===== config.mk =====
export PLATFORM = sky130hd
export DESIGN_NAME = itw_timer
export DESIGN_NICKNAME = d
export VERILOG_FILES = /design/src/logic/itw_pkg.sv /design/src/logic/itw_timer.sv
export VERILOG_INCLUDE_DIRS = /design/src /design/src/logic
export SDC_FILE = /design/constraint.sdc
export NUM_CORES = 1
export LEC_CHECK = 0
export ABC_AREA = 1
export BUFFER_PORTS_ARGS = -buffer_cell sky130_fd_sc_hd__buf_2
export CAP_MARGIN = 10
export CORE_MARGIN = 2
export CORE_UTILIZATION = 35
export CTS_BUF_LIST = sky130_fd_sc_hd__clkbuf_8
export CTS_CLUSTER_SIZE = 28
export DETAILED_ROUTE_END_ITERATION = 10
export GPL_ROUTABILITY_DRIVEN = 0
export PLACE_DENSITY_LB_ADDON = 0.1
export SLEW_MARGIN = 0
export SYNTH_ARGS = -nofsm -noshare
export SYNTH_HDL_FRONTEND = slang
export SYNTH_SLANG_ARGS = --single-unit

===== constraint.sdc =====
create_clock -name clk -period 2.2 [get_ports clk]
set_input_delay 0.11 -clock clk [delete_from_list [all_inputs] [get_ports clk]]
set_output_delay 0.11 -clock clk [all_outputs]
set_load 0.005 [all_outputs]

===== src/logic/itw_defs.svh =====
`ifndef ITW_DEFS_SVH
`define ITW_DEFS_SVH

// Register offsets, one 16-bit register per offset.
`define ITW_ADDR_STATUS 3'h0
`define ITW_ADDR_CONTROL 3'h1
`define ITW_ADDR_PERIODL 3'h2
`define ITW_ADDR_PERIODH 3'h3
`define ITW_ADDR_SNAPL 3'h4
`define ITW_ADDR_SNAPH 3'h5

// Field positions.
`define ITW_STATUS_TIMEOUT_BIT 0
`define ITW_STATUS_RUN_BIT 1
`define ITW_CTRL_IRQ_EN_BIT 0
`define ITW_CTRL_CONTINUOUS_SELECT_BIT 1
`define ITW_CTRL_START_BIT 2
`define ITW_CTRL_STOP_BIT 3

// Reset values.
`define ITW_CTRL_RESET 2'h0
`define ITW_TIMEOUT_RESET 1'h0

// Timing: clock period in nanoseconds and default timeout.
`define ITW_CLK_PERIOD_NS 100
`define ITW_DEFAULT_TIMEOUT_NS 1000000
`define ITW_DEFAULT_TIMEOUT_CLOCKS 10000

`endif


===== src/logic/itw_pkg.sv =====
`default_nettype none
package itw_pkg;

  // Software-written control bits that persist.
  typedef struct packed {
    logic continuous_select;
    logic irq_on_timeout_enable;
  } itw_ctrl_t;

  // One register access request from the master.
  typedef struct packed {
    logic write;
    logic read;
    logic [2:0] addr;
    logic [15:0] wdata;
  } itw_req_t;

endpackage
`default_nettype wire


===== src/logic/itw_timer.sv =====
`timescale 1ns/10ps
`default_nettype none
`include "itw_defs.svh"

// Functional notes
// - The timing element is a 32-bit down-counter.
// - Six 16-bit registers form the programming interface.
// - At zero the counter reloads at once from the 32-bit period.
// - Control register picks one-shot or continuous mode and irq enable.
// - Zero crossing with irq enabled asserts the interrupt request.
// - Writing either snapshot half copies the whole counter into both halves.
// - Optional timeout pulse is high exactly one cycle per zero crossing.
// - Watchdog option pulses reset request one cycle at each zero.
// - Reset request is non-maskable and meant to reset the whole system.
// - Watchdog leaves reset stopped; writing start bit starts it.
// - Once a watchdog is started, every stop attempt is ignored.
// - Watchdog period writes ignore data and reload the fixed period.
// - Without writeable period the fixed period is used, no period storage.
// - Without snapshot option the snapshot halves are absent.
// - Without start/stop control or watchdog the counter always runs.
// - Period halves reset to the build-time timeout period.
// - Time-unit timeout converts to the least cycle count not shorter.
// - Actual interval is one cycle longer than the stored period.
// - Timeout flag sets at each zero; cleared by writing zero to status.
// - Start and stop are write events; zero does nothing.
// - Period write loads the counter and stops it if start/stop exists, unless a watchdog has been started.
module itw_timer #(
  parameter bit WRITEABLE_PERIOD = 1'b1,
  parameter bit READABLE_SNAPSHOT = 1'b1,
  parameter bit START_STOP_CTRL = 1'b1,
  parameter bit TIMEOUT_PULSE_EN = 1'b1,
  parameter bit WATCHDOG_EN = 1'b0,
  parameter bit TIMEOUT_IN_NS = 1'b0,
  parameter longint unsigned TIMEOUT_NS = `ITW_DEFAULT_TIMEOUT_NS,
  parameter longint unsigned TIMEOUT_CLOCKS = `ITW_DEFAULT_TIMEOUT_CLOCKS
) (
  input wire logic clk,
  input wire logic reset,
  input wire itw_pkg::itw_req_t reg_req,
  output var logic [15:0] reg_rdata,
  output var logic reg_rvalid,
  output var logic irq,
  output var logic timeout_pulse,
  output var logic resetrequest
);

  // A time-unit timeout rounds up to whole cycles and never drops below one.
  localparam longint unsigned CLK_NS = `ITW_CLK_PERIOD_NS;
  localparam longint unsigned NS_CYCLES = (TIMEOUT_NS + CLK_NS - 1) / CLK_NS;
  localparam longint unsigned RAW_CYCLES = TIMEOUT_IN_NS ? NS_CYCLES : TIMEOUT_CLOCKS;
  localparam longint unsigned CYCLES = (RAW_CYCLES < 1) ? 1 : RAW_CYCLES;
  // The counter spends one cycle at zero, so the stored value is one less.
  localparam logic [31:0] FIXED_PERIOD = 32'(CYCLES - 1);

  // Stop is only honoured when start/stop exists, and never once a watchdog runs.
  localparam bit START_ALLOWED = START_STOP_CTRL | WATCHDOG_EN;
  // Runs from reset only when nothing could ever start it.
  localparam bit RUN_AT_RESET = !START_STOP_CTRL && !WATCHDOG_EN;

  logic [31:0] count_r;
  logic [31:0] period_r;
  logic [31:0] snap_r;
  logic run_r;
  logic started_r;
  logic timeout_flag_r;
  itw_pkg::itw_ctrl_t ctrl_r;

  logic wr_status;
  logic wr_control;
  logic wr_period;
  logic wr_snap;
  logic start_ev;
  logic stop_ev;
  logic stop_allowed;
  logic continuous_select_eff;
  logic zero_hit;
  logic timeout_flag_nxt;
  logic [31:0] period_now;
  logic [31:0] period_written;
  itw_pkg::itw_ctrl_t ctrl_nxt;

  // Address decode of the write strobe into per-register events.
  always_comb
  begin
    wr_status = reg_req.write && (reg_req.addr == `ITW_ADDR_STATUS);
    wr_control = reg_req.write && (reg_req.addr == `ITW_ADDR_CONTROL);
    wr_period = reg_req.write && ((reg_req.addr == `ITW_ADDR_PERIODL) || (reg_req.addr == `ITW_ADDR_PERIODH));
    wr_snap = reg_req.write && ((reg_req.addr == `ITW_ADDR_SNAPL) || (reg_req.addr == `ITW_ADDR_SNAPH));
  end

  // Start and stop act only when written as one; a zero bit is no event.
  always_comb
  begin
    stop_allowed = START_STOP_CTRL && !(WATCHDOG_EN && started_r);
    start_ev = wr_control && reg_req.wdata[`ITW_CTRL_START_BIT] && START_ALLOWED;
    stop_ev = wr_control && reg_req.wdata[`ITW_CTRL_STOP_BIT] && stop_allowed;
    // Without start/stop the counter cannot halt, so it is always continuous.
    continuous_select_eff = ctrl_r.continuous_select || !START_STOP_CTRL || WATCHDOG_EN;
    zero_hit = run_r && (count_r == 32'h0000_0000);
  end

  // Period source: stored halves when writeable and not a watchdog, else the build-time constant.
  always_comb
  begin
    period_now = (WRITEABLE_PERIOD && !WATCHDOG_EN) ? period_r : FIXED_PERIOD;
    period_written = period_now;
    if (WRITEABLE_PERIOD && !WATCHDOG_EN)
    begin
      // The watchdog ignores written data and keeps the fixed period.
      if (reg_req.addr == `ITW_ADDR_PERIODL)
      begin
        period_written = {period_r[31:16], reg_req.wdata};
      end
      else
      begin
        period_written = {reg_req.wdata, period_r[15:0]};
      end
    end
  end

  // Stored period halves; they only change when the option provides them.
  always_ff @(posedge clk)
  begin
    if (reset)
    begin
      period_r <= FIXED_PERIOD;
    end
    else if (wr_period && WRITEABLE_PERIOD && !WATCHDOG_EN)
    begin
      period_r <= period_written;
    end
  end

  // Down-counter: a period write loads it, zero reloads it, else it decrements while running.
  always_ff @(posedge clk)
  begin
    if (reset)
    begin
      count_r <= FIXED_PERIOD;
    end
    else if (wr_period)
    begin
      count_r <= period_written;
    end
    else if (zero_hit)
    begin
      count_r <= period_now;
    end
    else if (run_r)
    begin
      count_r <= count_r - 32'h0000_0001;
    end
  end

  // Run state; a one-shot stops after its zero cycle but still reloads.
  always_ff @(posedge clk)
  begin
    if (reset)
    begin
      run_r <= RUN_AT_RESET;
    end
    else if (stop_ev || (wr_period && stop_allowed))
    begin
      run_r <= 1'b0;
    end
    else if (start_ev)
    begin
      run_r <= 1'b1;
    end
    else if (zero_hit && !continuous_select_eff)
    begin
      run_r <= 1'b0;
    end
  end

  // Remembers that a watchdog has been started so stops stay locked out.
  always_ff @(posedge clk)
  begin
    if (reset)
    begin
      started_r <= 1'b0;
    end
    else if (start_ev)
    begin
      started_r <= 1'b1;
    end
  end

  // Persistent control bits; start and stop are not stored.
  always_comb
  begin
    ctrl_nxt = ctrl_r;
    if (wr_control)
    begin
      ctrl_nxt.irq_on_timeout_enable = reg_req.wdata[`ITW_CTRL_IRQ_EN_BIT];
      ctrl_nxt.continuous_select = reg_req.wdata[`ITW_CTRL_CONTINUOUS_SELECT_BIT];
    end
  end

  always_ff @(posedge clk)
  begin
    if (reset)
    begin
      ctrl_r <= `ITW_CTRL_RESET;
    end
    else
    begin
      ctrl_r <= ctrl_nxt;
    end
  end

  // Timeout flag: a zero in the same cycle as the clear wins, so no event is lost.
  always_comb
  begin
    timeout_flag_nxt = timeout_flag_r;
    if (wr_status && !reg_req.wdata[`ITW_STATUS_TIMEOUT_BIT])
    begin
      timeout_flag_nxt = 1'b0;
    end
    if (zero_hit)
    begin
      timeout_flag_nxt = 1'b1;
    end
  end

  always_ff @(posedge clk)
  begin
    if (reset)
    begin
      timeout_flag_r <= `ITW_TIMEOUT_RESET;
    end
    else
    begin
      timeout_flag_r <= timeout_flag_nxt;
    end
  end

  // Snapshot copies the counter as it stands this cycle and then holds.
  always_ff @(posedge clk)
  begin
    if (reset)
    begin
      snap_r <= 32'h0000_0000;
    end
    else if (wr_snap && READABLE_SNAPSHOT)
    begin
      snap_r <= count_r;
    end
  end

  // Interrupt follows the flag and enable; it uses next values to save a cycle.
  always_ff @(posedge clk)
  begin
    if (reset)
    begin
      irq <= 1'b0;
    end
    else
    begin
      irq <= timeout_flag_nxt && ctrl_nxt.irq_on_timeout_enable;
    end
  end

  // One-cycle pulses at each zero; absent options hold them low.
  always_ff @(posedge clk)
  begin
    if (reset)
    begin
      timeout_pulse <= 1'b0;
      resetrequest <= 1'b0;
    end
    else
    begin
      timeout_pulse <= zero_hit && TIMEOUT_PULSE_EN;
      // No mask applies here, since it must reset the whole system.
      resetrequest <= zero_hit && WATCHDOG_EN;
    end
  end

  // Registered read port; reserved bits and absent registers read as zero.
  always_ff @(posedge clk)
  begin
    if (reset)
    begin
      reg_rdata <= 16'h0000;
      reg_rvalid <= 1'b0;
    end
    else
    begin
      reg_rvalid <= reg_req.read;
      reg_rdata <= 16'h0000;
      if (reg_req.read)
      begin
        case (reg_req.addr)
          `ITW_ADDR_STATUS: reg_rdata <= {14'h0000, run_r, timeout_flag_r};
          `ITW_ADDR_CONTROL: reg_rdata <= {14'h0000, ctrl_r.continuous_select, ctrl_r.irq_on_timeout_enable};
          `ITW_ADDR_PERIODL: reg_rdata <= period_now[15:0];
          `ITW_ADDR_PERIODH: reg_rdata <= period_now[31:16];
          `ITW_ADDR_SNAPL: reg_rdata <= READABLE_SNAPSHOT ? snap_r[15:0] : 16'h0000;
          `ITW_ADDR_SNAPH: reg_rdata <= READABLE_SNAPSHOT ? snap_r[31:16] : 16'h0000;
          default: reg_rdata <= 16'h0000;
        endcase
      end
    end
  end

endmodule
`default_nettype wire


==> results of run 1 <==
## repair_timing
item,CTS,global route
setup endpoints to repair,0,0
hold buffers,3,0
endpoints found under the hold margin,4,0
## flip-flops by register name, indices dropped and copies added, names as in the netlist, 16 cells and up
| signal | count |
|---|---|
| reg_rdata | 16 |
| snap_r | 32 |
| period_now | 32 |
| count_r | 32 |
## cell usage in the layout (no fill, tap or decap), types with 5 or more instances in the layout
cell	netlist	final
sky130_fd_sc_hd__a21oi_1	84	84
sky130_fd_sc_hd__a221oi_1	16	16
sky130_fd_sc_hd__buf_2	14	41
sky130_fd_sc_hd__buf_4	2	36
sky130_fd_sc_hd__clkbuf_8	0	23
sky130_fd_sc_hd__clkinv_2	0	5
sky130_fd_sc_hd__dfxtp_1	119	119
sky130_fd_sc_hd__inv_1	105	106
sky130_fd_sc_hd__nand2_1	187	186
sky130_fd_sc_hd__nand3_1	54	54
sky130_fd_sc_hd__nand3_2	5	5
sky130_fd_sc_hd__nand4_1	15	15
sky130_fd_sc_hd__nor2_1	118	118
sky130_fd_sc_hd__nor2_2	6	6
sky130_fd_sc_hd__o211ai_1	5	5
sky130_fd_sc_hd__o21ai_0	126	126
sky130_fd_sc_hd__o22ai_1	7	7
sky130_fd_sc_hd__xor2_1	13	13
## final timing paths
check,start,to,slack (ns)
setup / recovery,count_r[26]$_SDFFE_PP0P_,count_r[31]$_SDFFE_PP0P_,0.23
hold / removal,reg_req[0],period_now[0]$_SDFFE_PP1P_,0.01
setup reg to reg,count_r[26]$_SDFFE_PP0P_,count_r[31]$_SDFFE_PP0P_,0.23
hold reg to reg,period_now[17]$_SDFFE_PP0P_,period_now[17]$_SDFFE_PP0P_,0.51
## cell type report
cell class / instances / share of cell area, %
Sequential cell: 119 / 32.7
Clock buffer: 23 / 4.34
Timing Repair Buffer: 84 / 8.03
Tap cell: 225 / 3.86
Multi-Input combinational cell: 665 / 44.1
Inverter: 111 / 5.71
Clock inverter: 9 / 1.32
## through the flow
step | std cells | worst slack, ns | utilization, % | hold slack [ns]
finish | 1236 | 0.228 | 42.0 | 0.0145
CTS | 1236 | 0.240 | 42.0 | 0.00276
global placement | 1201 | 0.279 | 39.5 | 0.422
floorplan | 947 | 0.401 | - | 0.179
global route | 1236 | 0.0135 | 42.0 | 0.0540
detailed placement | 1201 | 0.287 | 39.5 | 0.421
## synth_stat cells
cell,number
sky130_fd_sc_hd__nor2_2,6
sky130_fd_sc_hd__nor2_4,4
sky130_fd_sc_hd__nand3_1,54
sky130_fd_sc_hd__o211ai_1,5
sky130_fd_sc_hd__ha_1,1
sky130_fd_sc_hd__a31oi_1,4
sky130_fd_sc_hd__o21a_1,3
sky130_fd_sc_hd__xor2_1,13
sky130_fd_sc_hd__dfxtp_1,119
sky130_fd_sc_hd__nand2_4,2
sky130_fd_sc_hd__o21ai_1,3
sky130_fd_sc_hd__inv_2,2
sky130_fd_sc_hd__buf_1,3
sky130_fd_sc_hd__clkinv_1,4
sky130_fd_sc_hd__a21oi_1,84
sky130_fd_sc_hd__nand3_2,5
sky130_fd_sc_hd__nand2_1,187
sky130_fd_sc_hd__o22ai_1,7
sky130_fd_sc_hd__buf_6,2
sky130_fd_sc_hd__o21bai_1,2
sky130_fd_sc_hd__conb_1,1
sky130_fd_sc_hd__nand2_2,3
sky130_fd_sc_hd__a221oi_1,16
sky130_fd_sc_hd__inv_1,105
sky130_fd_sc_hd__buf_4,2
sky130_fd_sc_hd__buf_2,14
sky130_fd_sc_hd__nor2_8,1
sky130_fd_sc_hd__o21ai_0,126
sky130_fd_sc_hd__clkbuf_1,31
sky130_fd_sc_hd__nand4_1,15
sky130_fd_sc_hd__nor2_1,118
sky130_fd_sc_hd__nor3_1,5
## report_power, final
part           switching (mW)  internal [mW]  total [mW]  leakage, nW
sequential             0.0798           2.26        2.34        0.971
clock                   0.944           1.17        2.12        0.219
combinational           0.500          0.238       0.738         2.13
total                    1.52           3.67        5.19         3.32
## logic make-up after synthesis
logic type / count (synthesis) / synth area share [%]
AND/OR/NAND/NOR: 400 / 27.7
AO/OA/AOI/OAI: 250 / 21.6
buffers and inverters: 163 / 10.4
flip-flops: 119 / 38.2
XOR/XNOR: 13 / 1.82
adder cells (fa/ha/maj): 1 / 0.200
other: 1 / 0.0601
## routing by layer
layer | vias up | global-route usage (%) | share of wire, %
met5 | - | 0 | 0
met4 | 0 | 8.02 | 2.2
met3 | 33 | 3.46 | 6.6
met2 | 201 | 33.6 | 41
met1 | 2967 | 38.2 | 51
li1 | 3203 | - | -
## worst reg2reg max path, stage by stage (launching register included)
cell and delay, ns:
sky130_fd_sc_hd__dfxtp_1 0.38, sky130_fd_sc_hd__nor2_1 0.20, sky130_fd_sc_hd__nand2_1 0.11, sky130_fd_sc_hd__nor2_1 0.23
sky130_fd_sc_hd__nand2_1 0.13, sky130_fd_sc_hd__nor2_4 0.15, sky130_fd_sc_hd__nand2_2 0.09, sky130_fd_sc_hd__inv_2 0.23
sky130_fd_sc_hd__nand2_1 0.10, sky130_fd_sc_hd__nand2_1 0.08, sky130_fd_sc_hd__nand2_1 0.05, sky130_fd_sc_hd__a21oi_1 0.14
==> flow_results.xml, run 1 <==
<?xml version="1.0" encoding="UTF-8"?>
<metrics>
  <group name="status">
    <metric name="status" unit="">finished clean</metric>
  </group>
  <group name="routing">
    <metric name="vias_per_cell" unit="">5.18</metric>
    <metric name="drt_wl_total" unit="um">22100</metric>
    <metric name="routed-via-count" unit="">6404</metric>
    <metric name="avgRoutedWirePerCell" unit="um">17.9</metric>
    <metric name="postRouteAntennaNets" unit="">0</metric>
    <metric name="drc" unit="">0</metric>
    <metric name="dr.pass1.iters" unit="">5</metric>
    <metric name="initialDrtViolationCount" unit="">562</metric>
  </group>
  <group name="sta">
    <metric name="finalCritPeriodShare" unit="%">89.6</metric>
    <metric name="clock-skew-final" unit="ns">0.0160</metric>
    <metric name="worst_slew_pin_slew" unit="ns">0.634</metric>
    <metric name="fin_tns_setup" unit="ns">0</metric>
    <metric name="unrepaired_setup_endpoints_after_global_routing" unit="">false</metric>
    <metric name="final.min_clock_period" unit="ns">1.97</metric>
    <metric name="finalMaxSlewViolations" unit="">0</metric>
    <metric name="slew_headroom" unit="%">57.7</metric>
    <metric name="finalSetupViolCount" unit="">0</metric>
    <metric name="fmax" unit="MHz">507</metric>
    <metric name="timing_hold_violations_final" unit="">0</metric>
  </group>
  <group name="final_layout">
    <metric name="n_fill_cell" unit="">1871</metric>
    <metric name="insertedDiodeCount" unit="">0</metric>
    <metric name="finalNetCount" unit="">1022</metric>
    <metric name="multiInputGateArea" unit="um2">3220</metric>
    <metric name="stdcell_area" unit="um2">7290</metric>
    <metric name="areaGrowthSynthToFinish" unit="%">16.9</metric>
    <metric name="sequential_cell_area" unit="um2">2380</metric>
    <metric name="drive_gt1_share" unit="%">13.6</metric>
  </group>
  <group name="global_route">
    <metric name="grt_pass1_wl" unit="um">34200</metric>
    <metric name="globalRouteOverflowTotal" unit="">0</metric>
    <metric name="initial_antenna_violation_count" unit="">0</metric>
    <metric name="grt_start_max_net_pins" unit="">89</metric>
    <metric name="grt_pass1_vias" unit="">5811</metric>
    <metric name="grt_util_all_layers" unit="%">24.4</metric>
  </group>
  <group name="power_and_ir_drop">
    <metric name="totalPowerFinal" unit="mW">5.19</metric>
    <metric name="power.density_cell_area" unit="nW/um2">712</metric>
    <metric name="ir_worst_vdd" unit="V">0.000337</metric>
    <metric name="leakagePower" unit="nW">3.32</metric>
  </group>
  <group name="setup_path">
    <metric name="timing.setup.critical_path_class" unit="">reg2reg</metric>
    <metric name="cp.depth" unit="">11</metric>
    <metric name="worst_path_max_delay_cell" unit="">sky130_fd_sc_hd__dfxtp_1</metric>
    <metric name="reg2regPathDepth" unit="">11</metric>
    <metric name="required_time_reported_for_the_critical_path_endpoint" unit="ns">2.57</metric>
    <metric name="crit_path_start_kind" unit="">flip-flop</metric>
    <metric name="critPathMaxStageDelay" unit="ns">0.38</metric>
    <metric name="largest_fanout_on_the_critical_path" unit="">11</metric>
    <metric name="cp_num_buf_inv" unit="">1</metric>
    <metric name="critical_path_arrival" unit="ns">2.35</metric>
    <metric name="crit_chain" unit="">nor2_1 -&gt; nand2_1 -&gt; nor2_1 -&gt; nand2_1 -&gt; nor2_4 -&gt; nand2_2 -&gt; inv_2 -&gt; nand2_1 -&gt; nand2_1 -&gt; nand2_1 -&gt; a21oi_1</metric>
    <metric name="crit_path_end_kind" unit="">flip-flop</metric>
    <metric name="crit_family" unit="">simple AND/OR/NAND/NOR gates</metric>
    <metric name="timing.critical_path.mode_cell" unit="">sky130_fd_sc_hd__nand2_1</metric>
  </group>
  <group name="placed_design">
    <metric name="dpl_cell_area" unit="um2">6850</metric>
    <metric name="io_buffer_count" unit="">41</metric>
    <metric name="place.detailed.hpwl" unit="um">16200</metric>
  </group>
  <group name="logic_synthesis">
    <metric name="synth_top_cells_by_area" unit="">sky130_fd_sc_hd__dfxtp_1 38%, sky130_fd_sc_hd__nand2_1 11%, sky130_fd_sc_hd__o21ai_0 10%, sky130_fd_sc_hd__nor2_1 7.1%, sky130_fd_sc_hd__a21oi_1 6.7%</metric>
    <metric name="mappedNetlistNets" unit="">971</metric>
    <metric name="syn-instance-count" unit="">947</metric>
    <metric name="synth.ff_latch_count" unit="">119</metric>
    <metric name="synthesis.area" unit="um2">6240</metric>
    <metric name="yosysUniqueCellTypes" unit="">32</metric>
    <metric name="number_of_warnings_issued_by_yosys" unit="">0</metric>
    <metric name="yosysTopAreaCellShare" unit="%">38.2</metric>
    <metric name="netlist.top_cell.by_area" unit="">sky130_fd_sc_hd__dfxtp_1</metric>
    <metric name="synth_seq_area_share" unit="%">38.2</metric>
    <metric name="synth.avg_cell_area" unit="um2">6.59</metric>
  </group>
  <group name="worst_hold_path">
    <metric name="min_delay_path_depth" unit="">3</metric>
    <metric name="worstHoldPathType" unit="">in2reg</metric>
  </group>
  <group name="clock_tree">
    <metric name="numClockSinks" unit="">119</metric>
    <metric name="clockBufferDepth" unit="">2</metric>
    <metric name="postCtsSetupBuffers" unit="">0</metric>
    <metric name="cts-buffers-inserted" unit="">17</metric>
    <metric name="tritoncts" unit="">built</metric>
    <metric name="insertion_delay" unit="ns">0.45</metric>
    <metric name="cts.root.buffer_cell" unit="">sky130_fd_sc_hd__clkbuf_8</metric>
    <metric name="ctsResizeCount" unit="">0</metric>
    <metric name="clock_tree.htree_level_count" unit="">4</metric>
    <metric name="clkTransAtPathRegs" unit="ns">0.08</metric>
  </group>
  <group name="job">
    <metric name="maxCapViolCount" unit="">0</metric>
  </group>
  <group name="floorplanning">
    <metric name="die_width" unit="um">138</metric>
    <metric name="start_util" unit="%">36.0</metric>
    <metric name="fp.dieArea" unit="um2">18900</metric>
    <metric name="floorplan.rows" unit="">48</metric>
    <metric name="coreArea" unit="um2">17400</metric>
    <metric name="top_level_port_count" unit="">43</metric>
    <metric name="die_h" unit="um">138</metric>
  </group>
</metrics>
Power figures use the tool's default switching activity.
==> inputs of run 2 (changes only) <==
BUFFER_PORTS_ARGS = default   (was -buffer_cell sky130_fd_sc_hd__buf_2)
CORE_MARGIN = default   (was 2)
DONT_BUFFER_PORTS = 1   (was default)
==> run 2 against run 1 <==
  * Design area increased by 0.48%
  * Sequential power about the same
  * Routed wire length increased by 1.6%
  * Core utilization increased by 0.20 points
  * Worst setup slack got worse by 0.039 ns
  * Highest routed layer unchanged
  * Sequential share of layout area decreased by 0.16 points
  * First-iteration DRC count increased by 9.1%
  * Global-route usage increased by 1.4 points
  * Clock skew decreased by 0.0040 ns
  * Count of clock-buffer cells in the layout decreased by 4
  * Cell count decreased by 1.5%
  * Total power increased by 2.4%
==> flow_results.xml, run 2 (synthesis gave the netlist of run 1 again) <==
<?xml version="1.0" encoding="UTF-8"?>
<metrics>
  <group name="status">
    <metric name="status" unit="">finished clean</metric>
  </group>
  <group name="global_route">
    <metric name="gr-max-usage-layer" unit="">met1</metric>
    <metric name="grt_util_all_layers" unit="%">25.8</metric>
    <metric name="grtUsageMet1" unit="%">39.2</metric>
    <metric name="globalRouteOverflowTotal" unit="">0</metric>
    <metric name="initial_antenna_violation_count" unit="">0</metric>
    <metric name="grt_util_met2" unit="%">35.7</metric>
    <metric name="grt_pass1_vias" unit="">6018</metric>
    <metric name="grt_start_max_net_pins" unit="">82</metric>
    <metric name="grt_pass1_wl" unit="um">35100</metric>
    <metric name="globalRouteMet3Util" unit="%">5.54</metric>
  </group>
  <group name="sta">
    <metric name="timing_hold_violations_final" unit="">0</metric>
    <metric name="worst_slew_pin_slew" unit="ns">0.694</metric>
    <metric name="clock-skew-final" unit="ns">0.0120</metric>
    <metric name="final.min_clock_period" unit="ns">2.01</metric>
    <metric name="finalMaxSlewViolations" unit="">0</metric>
    <metric name="slew_headroom" unit="%">53.2</metric>
    <metric name="finalCritPeriodShare" unit="%">91.4</metric>
    <metric name="timing.hold.ws" unit="ns">0.0230</metric>
    <metric name="unrepaired_setup_endpoints_after_global_routing" unit="">false</metric>
    <metric name="fin_tns_setup" unit="ns">0</metric>
    <metric name="finalSetupViolCount" unit="">0</metric>
    <metric name="fmax" unit="MHz">497</metric>
  </group>
  <group name="routing">
    <metric name="dr.pass1.iters" unit="">5</metric>
    <metric name="drt_wl_total" unit="um">22500</metric>
    <metric name="vias_per_cell" unit="">5.19</metric>
    <metric name="routed-via-count" unit="">6311</metric>
    <metric name="avgRoutedWirePerCell" unit="um">18.5</metric>
    <metric name="initialDrtViolationCount" unit="">613</metric>
    <metric name="drc" unit="">0</metric>
    <metric name="postRouteAntennaNets" unit="">0</metric>
  </group>
  <group name="final_layout">
    <metric name="insertedDiodeCount" unit="">0</metric>
    <metric name="stdcell_area" unit="um2">7330</metric>
    <metric name="finalNetCount" unit="">1003</metric>
    <metric name="layout_common_cells" unit="">185 x sky130_fd_sc_hd__nand2_1, 126 x sky130_fd_sc_hd__o21ai_0, 119 x sky130_fd_sc_hd__dfxtp_1, 118 x sky130_fd_sc_hd__nor2_1, 106 x sky130_fd_sc_hd__inv_1</metric>
    <metric name="drive_gt1_share" unit="%">9.98</metric>
    <metric name="final_common_cell" unit="">sky130_fd_sc_hd__nand2_1</metric>
    <metric name="n_fill_cell" unit="">1857</metric>
    <metric name="areaGrowthSynthToFinish" unit="%">17.4</metric>
  </group>
  <group name="power_and_ir_drop">
    <metric name="ir_worst_vdd" unit="V">0.000391</metric>
    <metric name="power.density_cell_area" unit="nW/um2">726</metric>
    <metric name="totalPowerFinal" unit="mW">5.32</metric>
    <metric name="leakagePower" unit="nW">3.22</metric>
  </group>
  <group name="setup_path">
    <metric name="crit_path_end_kind" unit="">flip-flop</metric>
    <metric name="critical_path_arrival" unit="ns">2.33</metric>
    <metric name="crit_path_start_kind" unit="">input port</metric>
    <metric name="reg2reg_slack" unit="ns">0.19</metric>
    <metric name="reg2regPathDepth" unit="">10</metric>
    <metric name="crit_chain" unit="">dlygate4sd3_1 -&gt; nor3_1 -&gt; nand3_1 -&gt; dlygate4sd3_1 -&gt; a21oi_1 -&gt; nor3_1</metric>
    <metric name="critPathMaxStageDelay" unit="ns">0.78</metric>
    <metric name="worst_path_max_delay_cell" unit="">sky130_fd_sc_hd__dlygate4sd3_1</metric>
    <metric name="crit_family" unit="">buffers and inverters</metric>
    <metric name="required_time_reported_for_the_critical_path_endpoint" unit="ns">2.52</metric>
    <metric name="timing.setup.critical_path_class" unit="">in2reg</metric>
    <metric name="largest_fanout_on_the_critical_path" unit="">12</metric>
    <metric name="cp.depth" unit="">6</metric>
    <metric name="cp_num_buf_inv" unit="">2</metric>
  </group>
  <group name="clock_tree">
    <metric name="numClockSinks" unit="">119</metric>
    <metric name="cts-buffers-inserted" unit="">17</metric>
    <metric name="cts.root.buffer_cell" unit="">sky130_fd_sc_hd__clkbuf_8</metric>
    <metric name="tritoncts" unit="">built</metric>
    <metric name="clockBufferDepth" unit="">2</metric>
    <metric name="insertion_delay" unit="ns">0.45</metric>
    <metric name="clock_tree.htree_level_count" unit="">4</metric>
    <metric name="clkTransAtPathRegs" unit="ns">0.08</metric>
  </group>
  <group name="worst_hold_path">
    <metric name="min_delay_path_depth" unit="">4</metric>
    <metric name="worstHoldPathType" unit="">in2reg</metric>
  </group>
  <group name="floorplanning">
    <metric name="floorplan.rows" unit="">48</metric>
    <metric name="coreArea" unit="um2">17400</metric>
    <metric name="die_width" unit="um">136</metric>
    <metric name="start_util" unit="%">36.0</metric>
    <metric name="die_h" unit="um">136</metric>
    <metric name="fp.dieArea" unit="um2">18400</metric>
    <metric name="top_level_port_count" unit="">43</metric>
  </group>
  <group name="placed_design">
    <metric name="place.detailed.hpwl" unit="um">16200</metric>
    <metric name="dpl_cell_area" unit="um2">6640</metric>
    <metric name="io_buffer_count" unit="">0</metric>
  </group>
  <group name="job">
    <metric name="maxCapViolCount" unit="">0</metric>
  </group>
</metrics>
## run 2: cell types whose count changed in the layout (fill, tap and decap cells not counted), sizes merged
| cell | previous run | this run |
|---|---|---|
| clkbuf | 23 | 19 |
| buf | 81 | 41 |
| bufinv | 2 | 4 |
| dlygate4sd3 | 3 | 24 |
| clkinvlp | 1 | 3 |
## run 2: worst register-to-register path, cell delays in order, from the launching register on
cell	delay [ns]
sky130_fd_sc_hd__dfxtp_1	0.30
sky130_fd_sc_hd__inv_1	0.13
sky130_fd_sc_hd__ha_1	0.25
sky130_fd_sc_hd__nand2_4	0.09
sky130_fd_sc_hd__nor2_8	0.17
sky130_fd_sc_hd__nand3_1	0.15
sky130_fd_sc_hd__nor2_1	0.24
sky130_fd_sc_hd__nand2_2	0.21
sky130_fd_sc_hd__o21ai_1	0.20
sky130_fd_sc_hd__inv_1	0.08
sky130_fd_sc_hd__a21oi_1	0.12
## run 2: final timing paths
| path | start | to |
|---|---|---|
| setup reg to reg | count_r[0]$_SDFFE_PP1P_ | count_r[19]$_SDFFE_PP0P_ |
| hold / removal | reg_req[8] | period_now[24]$_SDFFE_PP0P_ |
| hold reg to reg | period_now[7]$_SDFFE_PP0P_ | period_now[7]$_SDFFE_PP0P_ |
| setup / recovery | reg_req[16] | irq$_SDFF_PP0_ |
## run 2: repair_timing
action | in CTS | in global routing
resized for setup | 0 | 2
setup endpoints to repair | 0 | 5
hold endpoints to repair | 42 | 0
hold buffers | 24 | 0
setup buffers | 0 | 0
## run 2: final cells by class
class                      count  area (um2)  area share [%]
clock buffer                  19         262            3.57
clock inverter                13         179            2.44
inverter                     111         417            5.68
multi-input combinational    665        3220            44.0
sequential                   119        2380            32.5
tap                          225         282            3.84
timing repair buffer          65         586            7.99
## run 2: stage by stage
step                utilization, %  instances  setup slack, ns
detailed placement            38.3       1161           0.0740
global route                  42.2       1217           0.0301
global placement              38.3       1161            0.121
finish                        42.2       1217            0.190
floorplan                        -        947            0.401
CTS                           42.2       1217           0.0707
## run 2: routing by layer
layer	vias up	routed length, um
li1	3179	-
met1	2920	11500
met2	189	9230
met3	23	1420
met4	0	318
met5	-	0
## run 2: power breakdown
group          switching, mW  internal (mW)  total [mW]
clock network          0.955           1.29        2.24
logic                  0.499          0.246       0.745
registers             0.0778           2.26        2.33
total                   1.53           3.79        5.32
